## src/design/txe_pkg.sv

```systemverilog
// Package for the table access, test-skip and exclusive-OR execution slice.
// Assumes one 100 MHz clock with four quarter phases per instruction cycle.
package txe_pkg;
    // Instruction cycle quarter phases, one clock each.
    localparam logic [1:0] Q1 = 2'd0;
    localparam logic [1:0] Q2 = 2'd1;
    localparam logic [1:0] Q3 = 2'd2;
    localparam logic [1:0] Q4 = 2'd3;

    // Opcode patterns and field widths.
    localparam logic [13:0] OP_TRD_HI   = 14'h0002;
    localparam logic [13:0] OP_TWR_HI   = 14'h0003;
    localparam logic [6:0]  OP_TSTSZ_HI = 7'h33;
    localparam logic [7:0]  OP_XORL_HI  = 8'h0A;
    localparam logic [5:0]  OP_XORR_HI  = 6'h06;

    // Table pointer adjust modes.
    localparam logic [1:0] TM_NONE = 2'd0;
    localparam logic [1:0] TM_POST_INC = 2'd1;
    localparam logic [1:0] TM_POST_DEC = 2'd2;
    localparam logic [1:0] TM_PRE_INC = 2'd3;

    localparam int          PTR_W       = 21;
    localparam logic [20:0] PTR_ONE     = 21'h00_0001;
    localparam logic [7:0]  ACCESS_SPLIT = 8'h80;
    localparam logic [3:0]  ACCESS_HI_BANK = 4'hF;
    localparam logic [3:0]  ACCESS_LO_BANK = 4'h0;

    // Status register flag positions and reset value.
    localparam int         FLAG_Z = 2;
    localparam int         FLAG_N = 4;
    localparam logic [7:0] STATUS_RST = 8'h00;

    // Register bus byte offsets.
    localparam logic [7:0] RA_TPTR   = 8'h00;
    localparam logic [7:0] RA_TLAT   = 8'h04;
    localparam logic [7:0] RA_WREG   = 8'h08;
    localparam logic [7:0] RA_BANK   = 8'h0C;
    localparam logic [7:0] RA_STATUS = 8'h10;
    localparam logic [7:0] RA_CORE   = 8'h14;
    localparam logic [7:0] RA_HOLD   = 8'h20;
    localparam logic [2:0] RA_HOLD_HI = 3'b001;

    typedef enum logic [2:0] {
        TXE_IDLE = 3'b000,
        TXE_EXEC = 3'b001,
        TXE_TBL2 = 3'b010,
        TXE_NOP1 = 3'b011,
        TXE_NOP2 = 3'b100
    } txe_state_t;

    // Whole state of the execution slice.
    typedef struct packed {
        txe_state_t      st;
        logic [1:0]      phase;
        logic [15:0]     ir;
        logic            two_word;
        logic [20:0]     tptr;
        logic [7:0]      tlat;
        logic [7:0]      wreg;
        logic [3:0]      bank;
        logic [7:0]      status;
        logic [7:0][7:0] hold;
        logic [7:0]      opnd;
        logic [7:0]      res;
        logic            skip;
        logic [31:0]     rdata;
        logic            done;
        logic            discard;
        logic            d_rd;
        logic            d_wr;
        logic [11:0]     d_addr;
        logic [7:0]      d_wdata;
        logic            pm_rd;
        logic [19:0]     pm_addr;
    } txe_regs_t;
endpackage

```

## src/design/txe_core.sv

```systemverilog
// Execution slice for table reads and writes, test-and-skip and two XOR forms.
// Assumes a data register file and program memory that answer one clock
// after their read strobes, and a fetch unit that waits on instr_ready.
//
// Overview of operation
// [RULE_01] Table write is fourteen fixed bits plus a mode: none, post-inc, post-dec, pre-inc.
// [RULE_02] Post modes store then adjust the pointer; pre-increment adjusts before storing.
// [RULE_03] Pointer bits two to zero pick one of eight holding registers.
// [RULE_04] Holding registers stage bytes; a table write never alters program memory.
// [RULE_05] The table pointer is 21 bits, a bytewise two-megabyte range.
// [RULE_06] Pointer bit zero picks low byte (0) or high byte (1) of a word.
// [RULE_07] Test-and-skip decodes from 0110 011a with a register address; flags untouched.
// [RULE_08] A zero register discards the fetched next instruction; one no-op cycle follows.
// [RULE_09] A skipped two-word instruction costs two no-op cycles, three in total.
// [RULE_10] Access bit 0 selects the access bank; 1 uses the bank select register.
// [RULE_11] XOR-literal combines working register with the low opcode byte into W.
// [RULE_12] Both XOR forms update only negative and zero flags.
// [RULE_13] XOR-register destination bit 0 writes W, 1 writes the register.
// [RULE_14] Register ops decode in Q1, read in Q2, process in Q3, write in Q4.
// [RULE_15] Table read copies the memory byte at the pointer into the latch.
`timescale 1ns/100ps
module txe_core
    import txe_pkg::*;
(
    input  wire logic        sys_clk,
    input  wire logic        rst_n,
    input  wire logic        instr_valid,
    input  wire logic [15:0] instr_word,
    input  wire logic        instr_next_two_word,
    output logic             instr_ready,
    output logic             instr_done,
    output logic             discard_next,
    output logic             data_rd,
    output logic             data_wr,
    output logic [11:0]      data_addr,
    output logic [7:0]       data_wdata,
    input  wire logic [7:0]  data_rdata,
    output logic             pmem_rd,
    output logic [19:0]      pmem_word_addr,
    input  wire logic [15:0] pmem_rdata,
    input  wire logic [7:0]  reg_addr,
    input  wire logic [31:0] reg_wdata,
    input  wire logic        reg_wr,
    input  wire logic        reg_rd,
    output logic [31:0]      reg_rdata
);
    txe_regs_t r;
    txe_regs_t next_r;

    logic       is_trd;
    logic       is_twr;
    logic       is_tst;
    logic       is_xorl;
    logic       is_xorr;
    logic [1:0] tmode;
    logic [11:0] f_addr;
    logic [7:0] rd_byte;
    logic [7:0] xres;

    // Opcode classes; anything else runs as a one-cycle no-op.
    assign is_trd   = (r.ir[15:2] == OP_TRD_HI); // RULE_15
    assign is_twr   = (r.ir[15:2] == OP_TWR_HI); // RULE_01
    assign is_tst   = (r.ir[15:9] == OP_TSTSZ_HI); // RULE_07
    assign is_xorl  = (r.ir[15:8] == OP_XORL_HI);
    assign is_xorr  = (r.ir[15:10] == OP_XORR_HI);
    assign tmode    = r.ir[1:0];

    // Register address: the access bank splits its low half to bank 0 and
    // its high half to the top bank, so special registers stay reachable.
    always_comb begin
        if (!r.ir[8]) begin
            f_addr = (r.ir[7:0] < ACCESS_SPLIT) ? {ACCESS_LO_BANK, r.ir[7:0]} // RULE_10
                                                : {ACCESS_HI_BANK, r.ir[7:0]};
        end else begin
            f_addr = {r.bank, r.ir[7:0]}; // RULE_10
        end
    end

    // Byte of the returned program memory word picked by pointer bit zero.
    assign rd_byte = r.tptr[0] ? pmem_rdata[15:8] : pmem_rdata[7:0]; // RULE_06

    // XOR against the literal or against the register just read.
    assign xres = r.wreg ^ (is_xorl ? r.ir[7:0] : data_rdata); // RULE_11 RULE_13

    assign instr_ready    = (r.st == TXE_IDLE);
    assign instr_done     = r.done;
    assign discard_next   = r.discard;
    assign data_rd        = r.d_rd;
    assign data_wr        = r.d_wr;
    assign data_addr      = r.d_addr;
    assign data_wdata     = r.d_wdata;
    assign pmem_rd        = r.pm_rd;
    assign pmem_word_addr = r.pm_addr;
    assign reg_rdata      = r.rdata;

    // Next state. Software writes are applied first so that a hardware
    // update in the same cycle overrides them and is never lost.
    always_comb begin
        next_r         = r;
        next_r.done    = 1'b0;
        next_r.discard = 1'b0;
        next_r.d_rd    = 1'b0;
        next_r.d_wr    = 1'b0;
        next_r.pm_rd   = 1'b0;
        next_r.rdata   = 32'h0000_0000;

        // Register bus reads answer one clock later; unmapped reads give zero.
        if (reg_rd) begin
            unique case (reg_addr)
                RA_TPTR:   next_r.rdata = {11'h000, r.tptr};
                RA_TLAT:   next_r.rdata = {24'h00_0000, r.tlat};
                RA_WREG:   next_r.rdata = {24'h00_0000, r.wreg};
                RA_BANK:   next_r.rdata = {28'h000_0000, r.bank};
                RA_STATUS: next_r.rdata = {24'h00_0000, r.status};
                RA_CORE:   next_r.rdata = {27'h000_0000, r.two_word, r.phase, r.st == TXE_IDLE,
                                           r.st != TXE_IDLE};
                default: begin
                    if (reg_addr[7:5] == RA_HOLD_HI && reg_addr[1:0] == 2'b00) begin
                        next_r.rdata = {24'h00_0000, r.hold[reg_addr[4:2]]};
                    end
                end
            endcase
        end

        // Register bus writes.
        if (reg_wr) begin
            unique case (reg_addr)
                RA_TPTR:   next_r.tptr = reg_wdata[20:0]; // RULE_05
                RA_TLAT:   next_r.tlat = reg_wdata[7:0];
                RA_WREG:   next_r.wreg = reg_wdata[7:0];
                RA_BANK:   next_r.bank = reg_wdata[3:0];
                RA_STATUS: next_r.status = reg_wdata[7:0];
                default: begin
                    if (reg_addr[7:5] == RA_HOLD_HI && reg_addr[1:0] == 2'b00) begin
                        next_r.hold[reg_addr[4:2]] = reg_wdata[7:0];
                    end
                end
            endcase
        end

        // Quarter phase counter runs while an instruction is in flight.
        if (r.st != TXE_IDLE) begin
            next_r.phase = r.phase + 2'd1;
        end

        unique case (r.st)
            TXE_IDLE: begin
                next_r.phase = Q1;
                if (instr_valid) begin
                    next_r.ir       = instr_word;
                    next_r.two_word = instr_next_two_word;
                    next_r.st       = TXE_EXEC;
                end
            end

            TXE_EXEC: begin
                unique case (r.phase)
                    // Q1 decode; the read strobe is raised for Q2.
                    Q1: begin
                        if (is_tst || is_xorr) begin
                            next_r.d_rd   = 1'b1; // RULE_14
                            next_r.d_addr = f_addr;
                        end
                    end
                    // Q2 the register file is read.
                    Q2: begin
                        next_r.d_addr = f_addr;
                    end
                    // Q3 the operand is processed; writes are staged for Q4.
                    Q3: begin
                        next_r.opnd = is_xorl ? r.ir[7:0] : data_rdata;
                        next_r.res  = xres;
                        next_r.skip = is_tst && (data_rdata == 8'h00); // RULE_08
                        if (is_xorr && r.ir[9]) begin
                            next_r.d_wr    = 1'b1; // RULE_13 RULE_14
                            next_r.d_addr  = f_addr;
                            next_r.d_wdata = xres;
                        end
                    end
                    // Q4 the destination is written and the next cycle chosen.
                    Q4: begin
                        if (is_xorl || is_xorr) begin
                            if (is_xorl || !r.ir[9]) begin
                                next_r.wreg = r.res; // RULE_11 RULE_13
                            end
                            next_r.status[FLAG_Z] = (r.res == 8'h00); // RULE_12
                            next_r.status[FLAG_N] = r.res[7]; // RULE_12
                        end
                        if ((is_trd || is_twr) && tmode == TM_PRE_INC) begin
                            next_r.tptr = r.tptr + PTR_ONE; // RULE_02
                        end
                        if (is_trd || is_twr) begin
                            next_r.st = TXE_TBL2;
                        end else if (r.skip) begin
                            next_r.discard = 1'b1; // RULE_08
                            next_r.st      = TXE_NOP1;
                        end else begin
                            next_r.done = 1'b1;
                            next_r.st   = TXE_IDLE;
                        end
                    end
                    default: ;
                endcase
            end

            // Second table cycle: memory or latch access, then store and adjust.
            TXE_TBL2: begin
                unique case (r.phase)
                    Q1: begin
                        if (is_trd) begin
                            next_r.pm_rd   = 1'b1; // RULE_15
                            next_r.pm_addr = r.tptr[20:1];
                        end
                    end
                    Q2: ;
                    Q3: begin
                        next_r.opnd = is_trd ? rd_byte : r.tlat; // RULE_06
                    end
                    Q4: begin
                        // Holding bytes are only staged; programming is elsewhere.
                        if (is_twr) begin
                            next_r.hold[r.tptr[2:0]] = r.opnd; // RULE_03 RULE_04
                        end else begin
                            next_r.tlat = r.opnd; // RULE_15
                        end
                        unique case (tmode)
                            TM_POST_INC: next_r.tptr = r.tptr + PTR_ONE; // RULE_02
                            TM_POST_DEC: next_r.tptr = r.tptr - PTR_ONE; // RULE_02
                            default: ;
                        endcase
                        next_r.done = 1'b1;
                        next_r.st   = TXE_IDLE;
                    end
                    default: ;
                endcase
            end

            // Skip cycles; a two-word follower needs a second empty cycle.
            TXE_NOP1: begin
                if (r.phase == Q4) begin
                    if (r.two_word) begin
                        next_r.st = TXE_NOP2; // RULE_09
                    end else begin
                        next_r.done = 1'b1;
                        next_r.st   = TXE_IDLE;
                    end
                end
            end

            TXE_NOP2: begin
                if (r.phase == Q4) begin
                    next_r.done = 1'b1; // RULE_09
                    next_r.st   = TXE_IDLE;
                end
            end

            default: begin
                next_r.st = TXE_IDLE;
            end
        endcase
    end

    // State register; everything resets to constants.
    always_ff @(posedge sys_clk or negedge rst_n) begin
        if (!rst_n) begin
            r        <= '0;
            r.st     <= TXE_IDLE;
            r.status <= STATUS_RST;
        end else begin
            r <= next_r;
        end
    end
endmodule

```

## config.mk

```make
export PLATFORM = sky130hd
export DESIGN_NAME = txe_core
export DESIGN_NICKNAME = d
export VERILOG_FILES = /design/src/design/txe_pkg.sv /design/src/design/txe_core.sv
export SDC_FILE = /design/constraint.sdc
export NUM_CORES = 1
export LEC_CHECK = 0
export BUFFER_PORTS_ARGS = -buffer_cell sky130_fd_sc_hd__buf_2
export CAP_MARGIN = 25
export CELL_PAD_IN_SITES_DETAIL_PLACEMENT = 0
export CELL_PAD_IN_SITES_GLOBAL_PLACEMENT = 1
export CORE_AREA = 2 2 228 230
export CTS_BUF_LIST = sky130_fd_sc_hd__clkbuf_8
export CTS_CLUSTER_DIAMETER = 30
export DETAILED_ROUTE_END_ITERATION = 16
export DIE_AREA = 0 0 230 232
export PLACE_DENSITY_LB_ADDON = 0.1
export SKIP_LAST_GASP = 1
export SYNTH_ARGS = -nofsm -noshare
export SYNTH_HDL_FRONTEND = slang
export SYNTH_SLANG_ARGS = --single-unit
```

## constraint.sdc

```tcl
create_clock -name sys_clk -period 6.5 [get_ports sys_clk]
set_input_delay 1.3 -clock sys_clk [delete_from_list [all_inputs] [get_ports sys_clk]]
set_output_delay 1.3 -clock sys_clk [all_outputs]
set_load 0.01 [all_outputs]
```

# After elaboration in Yosys (flattened, before gate mapping)
# Cells that the tools add are included.
[totals]
out_inout_bits = 78
ff_bits = 229
[classes]
n_bitwise = 1
n_reduce_logical = 32
addsub = 3
n_eq_ne = 29
muxes = 77
n_lt_le_gt_ge = 5
[ops]
columns = ["operator", "count"]
rows = [
  ["64-bit two-way mux", 5],
  ["21-bit two-way mux", 8],
  ["8-bit two-way mux", 18],
  ["64-bit bitwise mux", 2],
  ["21-bit case mux with 6 select lines", 1],
  ["113-bit two-way mux", 1],
  ["21-bit case mux with 2 select lines", 2],
  ["8-bit demux with 3-bit select", 2],
  ["12-bit two-way mux", 3],
  ["12-bit case mux with 3 select lines", 1],
  ["17-bit two-way mux", 2],
  ["29-bit two-way mux", 1],
  ["14-bit by 2-bit == test with 1-bit output, second input constant", 2],
  ["8-bit binary-select mux with 3-bit select", 1],
  ["8-bit by 4-bit == test with 1-bit output, second input constant", 3],
  ["8-bit logical NOT", 3],
  ["23-bit two-way mux", 1],
  ["21-bit by 1-bit adder with 21-bit output, second input constant", 1],
  ["21-bit by 1-bit subtractor with 21-bit output, second input constant", 1],
  ["19-bit two-way mux", 1],
  ["3-bit two-way mux", 6],
  ["8-bit by 5-bit == test with 1-bit output, second input constant", 2],
  ["8-bit case mux with 2 select lines", 1],
  ["1-bit two-way mux", 14],
  ["other kinds (31)", 65],
]

# Longest topological paths before layout
# Gate-level depths: netlist (run 1).
[logic_depth]
word_depth = 12
depth_mapped = 10

# Worst setup path before layout (run 1)
# No wires, ideal clock.
[synth_timing]
path_type = "in2reg"
start = "input reg_addr[2]"
end = "register r, in the netlist reg_rdata[3]"
path_buffers = 3
path_stages = 7
t_arrival_ns = 2.970
setup_ns = 0.119
required_time_ns = 6.381
setup_slack_ns = 3.411
path_cell_list = "buf_2 > buf_2 > buf_2 > mux4_2 > mux2i_1 > o211ai_1 > and2_1"
[synth_rtl]
columns = ["item", "line_no", "source"]
rows = [
  ["start, declared", "txe_core.sv:41", "input wire logic [7:0] reg_addr,"],
  ["end signal, assigned", "txe_core.sv:270", "r <= next_r;"],
  ["end, declared", "txe_core.sv:47", "txe_regs_t r;"],
]

==> impl_metrics.tcl, run 1 <==
set metrics [dict create \
    outcome "complete, no violations" \
    chipHeight_um 232 \
    post_dp_cell_area_mm2 0.0134 \
    max-cap-violations 0 \
    synthesis.area_mm2 0.0126 \
    final-setup-viol-count 0 \
    n_antenna_cell 0 \
    grt.met3_usage_pct 3.88 \
    fmax_mhz 290 \
    layout-drive-gt1-share_pct 29.7 \
    crit_arrival_ns 3.93 \
    fill_cells 5451 \
    grt_pass1_wl_um 68000 \
    drcViolationCount 0 \
    synth_edf_count 0 \
    worst_slew_pin_slew_ns 1.09 \
    min_path_type "reg -> reg" \
    gp_congestion 0.751 \
    htreeDepth 3 \
    slew_violations 0 \
    cts_tree "done" \
    vias 9765 \
    totalWireLength_um 45400 \
    dpl.hpwl_um 30600 \
    seq_area_mm2 0.00546 \
    cts-resized-gates 0 \
    ctsHoldBuffers 0 \
    critPathKind "in -> reg" \
    tns_ns 0 \
    post_cts_buffers 0 \
    die_x_um 230 \
    ir_drop_mv 0.165 \
    nets 1404 \
    p_per_area_mw_per_mm2 393 \
    grt_setup_unrepaired "false" \
    rows 83 \
    drt-pass1-iter-count 8 \
    grtUsageMet1_pct 23.1 \
    finalInstanceArea_mm2 0.0151 \
    overflow 0 \
    ys_seq_area_share_pct 43.3 \
    cts_max_path_buffers 3 \
    netlist_instances 1232 \
    worstPathMaxFanout 20 \
    die_area_mm2 0.0534 \
    wire_per_inst_um 22.2 \
    clkTransAtPathRegs_ns 0.05 \
    viasPerCell 4.77 \
    track_usage_pct 17.1 \
    worstPathRequired_ns 6.98 \
    numPortBuffers 141 \
    use_met2_pct 26.8 \
    async_flop_share_pct 100 \
    start_util_pct 24.8 \
    ys_types 75 \
    core_mm2 0.0509 \
    grt_pass1_vias 10200 \
    power_leakage_nw 6.63 \
    first_iter_violations 502 \
    fin_skew_ns 0.0406 \
    period_minus_slack_ns 3.45 \
    antenna_found_initial 0 \
    cts_inserted_buffers 76 \
    hold_viol_final 0 \
    end_kind "register" \
    multi_input_area_mm2 0.00618 \
    area_delta_synth_final_pct 19.8 \
    busiest_layer "met2" \
    synth_seq_cells 218 \
    slew_headroom_pct 27.5 \
    grt_max_degree 125 \
    clock_latency_ns 0.64 \
    critPathLaunchType "input pin" \
    yosysWarnings 0 \
    synth_flop_cell "dfrtp_1" \
    finalCritPeriodShare_pct 53.1 \
    cts.sinks 218 \
    syn_area_per_cell_um2 10.2 \
    ios 164 \
    antenna_left 0 \
    ctsRootBufferMaster "clkbuf_8" \
]
[worst max-delay path, cell delays in order]
cell      delay [ns]
buf_2           0.30
buf_4           0.34
nor2_2          0.39
and3_1          0.76
buf_4           0.34
o22ai_1         0.11
a211oi_1        0.27
o21ai_1         0.10
[synthesized netlist by cell type (7+ instances only)]
cell type	number	area share, %
a21oi_1	43	1.7
a221oi_1	12	0.83
a222oi_1	8	0.64
a22o_1	8	0.56
and2_1	25	1.2
and3_1	14	0.70
buf_2	33	1.3
buf_4	74	4.4
clkbuf_1	56	1.7
dfrtp_1	218	43
ha_1	9	0.89
inv_1	17	0.51
mux2_2	73	6.5
mux2i_1	114	9.1
mux4_2	19	3.4
nand2_1	115	3.4
nand3_1	25	0.99
nand4_1	8	0.40
nor2_1	62	1.8
nor2b_1	10	0.50
nor3_1	18	0.72
nor4_1	9	0.45
o21ai_0	106	4.2
o21ai_1	8	0.32
o22ai_1	14	0.70
o311ai_0	8	0.56
xnor2_1	17	1.2
xor2_1	7	0.49
[flip-flops by register name, summed over array words and instances, names as in the netlist]
signal and count:
r 152, reg_rdata 21, pmem_word_addr 20, data_addr 12, data_wdata 8, data_rd 1
data_wr 1, discard_next 1, instr_done 1, pmem_rd 1
[layout by cell type, fill, tap and decap left out, types with 19 or more instances in the layout]
cell type / synthesis / routed
mux2_2: 73 / 73
nor2_1: 62 / 62
inv_1: 17 / 30
nand2_1: 115 / 115
buf_2: 33 / 140
dfrtp_1: 218 / 218
mux4_2: 19 / 19
and2_1: 25 / 25
mux2i_1: 114 / 114
o21ai_0: 106 / 106
clkbuf_8: 0 / 99
a21oi_1: 43 / 43
nand3_1: 25 / 25
[cell families (layout without fill, tap and decap cells)]
logic type,count (synthesis),in the layout,share of synthesized area (%)
muxes,208,208,19.2
other,1,11,0.0298
DFF,218,218,43.3
xor gates and xnor gates,24,24,1.67
AOI/OAI and AO/OA,251,251,12.5
buffers and inverters,185,312,8.10
and+or+nand+nor,336,336,14.3
adders and majority gates,9,9,0.894
[area by class of cell]
class	count	share of cell area (%)
clock inverter	39	2.25
timing repair buffer	157	5.62
sequential	218	36.1
clock buffer	99	9.02
tap	680	5.64
multi-input combinational	839	40.9
inverter	17	0.423
[path summary, 6_finish.rpt]
kind	startpoint	endpoint	slack, ns	depth (start not counted)
max in group asynchronous	rst_n	r[225]	4.66	2
max reg2reg	r[186]	r[206]	3.16	7
min in group asynchronous	rst_n	r[96]	0.68	1
min	data_addr[7]	data_addr[7]	0.49	1
min reg2reg	data_addr[7]	data_addr[7]	0.49	1
max	reg_addr[2]	r[204]	3.05	8
[per-layer routing]
metal	wire, um	part of all wire (%)	vias to the layer above
li1	-	-	4547
met1	21600	48	4865
met2	20400	45	269
met3	2110	4.6	84
met4	1320	2.9	0
met5	0	0	-
[report_power, final]
| part | internal (mW) | switching (mW) | leakage, nW |
|---|---|---|---|
| Clock | 1.56 | 0.855 | 0.903 |
| Combinational | 0.595 | 0.705 | 3.26 |
| Sequential | 1.65 | 0.570 | 2.47 |
[through the flow]
stage / cells / total power, mW / utilization [%] / worst slack, ns / hold WS [ns]
floorplan: 1242 / 3.02 / - / 3.41 / 0.459
detailed placement: 1910 / 3.56 / 26.3 / 2.37 / 0.471
global route: 2049 / 6.30 / 29.7 / 2.82 / 0.509
CTS: 2048 / 6.05 / 29.7 / 2.97 / 0.490
global placement: 1909 / 3.55 / 26.3 / 2.40 / 0.472
finish: 2049 / 5.93 / 29.7 / 3.05 / 0.489
No activity file was read; power rests on OpenSTA's default activity.
==> inputs of run 2 (changes only) <==
Clock period 6.5 ns to 3.04 ns, I/O delays scaled along.
==> run 2 against run 1 <==
Critical path depth decreased by 1. Die area unchanged. Largest power group unchanged. Sequential power increased by 110%. Non-clock buffer count increased by 67. Largest cell class unchanged. Sequential cell count unchanged. Critical endpoint is now r[189]. Count of clock-buffer cells in the layout increased by 20. Hold slack got worse by 0.32 ns. Highest routed layer unchanged.
==> impl_metrics.tcl, run 2 (synthesis gave the netlist of run 1 again) <==
set metrics [dict create \
    gp_congestion 0.813 \
    fill_cells 5355 \
    drt-pass1-iter-count 6 \
    seq_area_mm2 0.00546 \
    worstPathRequired_ns 3.53 \
    power.share.sequential_pct 35.1 \
    power_leakage_nw 7.10 \
    p_per_area_mw_per_mm2 827 \
    grt_pass1_vias 10600 \
    antenna_left 0 \
    die_x_um 230 \
    tns_ns 0 \
    hold_viol_final 0 \
    multi_input_area_mm2 0.00617 \
    n_antenna_cell 0 \
    slew_violations 0 \
    drcViolationCount 0 \
    chipHeight_um 232 \
    layoutNonFillerInstCount 2134 \
    intPower_mw 8.38 \
    layout_common_cells "dfrtp_1, buf_2, clkbuf_8, nand2_1, mux2i_1" \
    cts.sinks 218 \
    largest_reg_flops 152 \
    critPathKind "reg -> reg" \
    min_path_type "in -> reg" \
    crit_arrival_ns 3.06 \
    area_delta_synth_final_pct 24.9 \
    layout-drive-gt1-share_pct 33.3 \
    nets 1481 \
    p_comb_share_pct 24.3 \
    wire_per_inst_um 21.8 \
    slew_headroom_pct 54.3 \
    outcome "complete, no violations" \
    max-cap-violations 0 \
    worstPathMaxFanout 10 \
    grt_setup_unrepaired "false" \
    clkPwrFrac_pct 40.6 \
    ir_drop_mv 0.479 \
    period_minus_slack_ns 2.57 \
    p_sw_mw 4.65 \
    clkTransAtPathRegs_ns 0.04 \
    track_usage_pct 17.6 \
    vias 10000 \
    fin_skew_ns 0.0368 \
    htreeDepth 3 \
    start_util_pct 24.8 \
    cts_inserted_buffers 86 \
    place_inst 1977 \
    end_kind "register" \
    antenna_found_initial 1 \
    grt_max_degree 65 \
    critPathLaunchType "register" \
    worst_slew_pin_slew_ns 0.678 \
    core_mm2 0.0509 \
    final-setup-viol-count 0 \
    ctsRootBufferMaster "clkbuf_8" \
    totalWireLength_um 46500 \
    cts_tree "done" \
    viasPerCell 4.70 \
    first_iter_violations 704 \
    grt_pass1_wl_um 69900 \
    top_register "r" \
    fmax_mhz 389 \
    cts_max_path_buffers 3 \
    swShare_pct 35.7 \
    ios 164 \
    finalCritPeriodShare_pct 84.6 \
    clock_latency_ns 0.66 \
    die_area_mm2 0.0534 \
    numPortBuffers 141 \
    fin_hold_ws_ns 0.172 \
    overflow 0 \
    final_common_cell "dfrtp_1" \
    rows 83 \
    rrSetupSlack_ns 0.47 \
    dpl.hpwl_um 32700 \
]
-- run 2: path summary, 6_finish.rpt --
kind | startpoint | to | cells past startpoint
worst max-delay path | r[227] | r[189] | 7
worst min-delay path | reg_wdata[15] | r[201] | 3
worst max register to register | r[227] | r[189] | 7
worst min register to register | data_addr[7] | data_addr[7] | 1
max in group asynchronous | rst_n | r[212] | 3
min in group asynchronous | rst_n | r[119] | 2
-- run 2: critical path: stages, from the launching register on --
cell and delay, ns:
dfrtp_1 0.48, inv_1 0.14, or3_1 0.60, buf_4 0.29, o21ai_1 0.36, nor2_1 0.24, o21ai_0 0.21, o311ai_1 0.11
-- run 2: metrics by stage --
stage,setup slack [ns],power (mW),utilization (%),cell area [um2]
2_1_floorplan,0.617,6.46,-,12600
3_3_place_gp,0.282,7.80,27.3,13900
3_5_place_dp,0.290,7.81,27.3,13900
4_1_cts,0.459,13.3,30.9,15700
5_1_grt,0.307,13.8,30.9,15700
6_report,0.468,13.0,30.9,15700
-- run 2: what timing repair did --
action                                 CTS  global route
resized for setup                        0             0
endpoints found under the hold margin   59             0
hold buffers                             1             0
setup buffers                            0             0
-- run 2: final cells by class --
| type | instances | area share (%) |
|---|---|---|
| clock buffers | 119 | 10.4 |
| flip-flops and latches | 218 | 34.7 |
| well taps | 680 | 5.40 |
| repair buffers | 224 | 8.76 |
| multi-input cells | 839 | 39.2 |
| inverters | 17 | 0.405 |
| clock inverters | 37 | 1.18 |
-- run 2: power by group through the flow --
stage	clock, mW	combinational (mW)	sequential [mW]
6_report	5.29	3.16	4.57
5_1_grt	5.67	3.49	4.68
4_1_cts	5.47	3.20	4.60
3_5_place_dp	0	3.18	4.63
3_3_place_gp	0	3.17	4.63
2_1_floorplan	0	2.55	3.90
-- run 2: metal layers --
| metal | vias to the layer above | GRT usage, % | share of wire [%] |
|---|---|---|---|
| met1 | 4940 | 23.7 | 48 |
| met5 | - | 0 | 0 |
| li1 | 4732 | - | - |
| met4 | 0 | 5.26 | 1.7 |
| met3 | 58 | 4.14 | 5.0 |
| met2 | 302 | 28.0 | 46 |
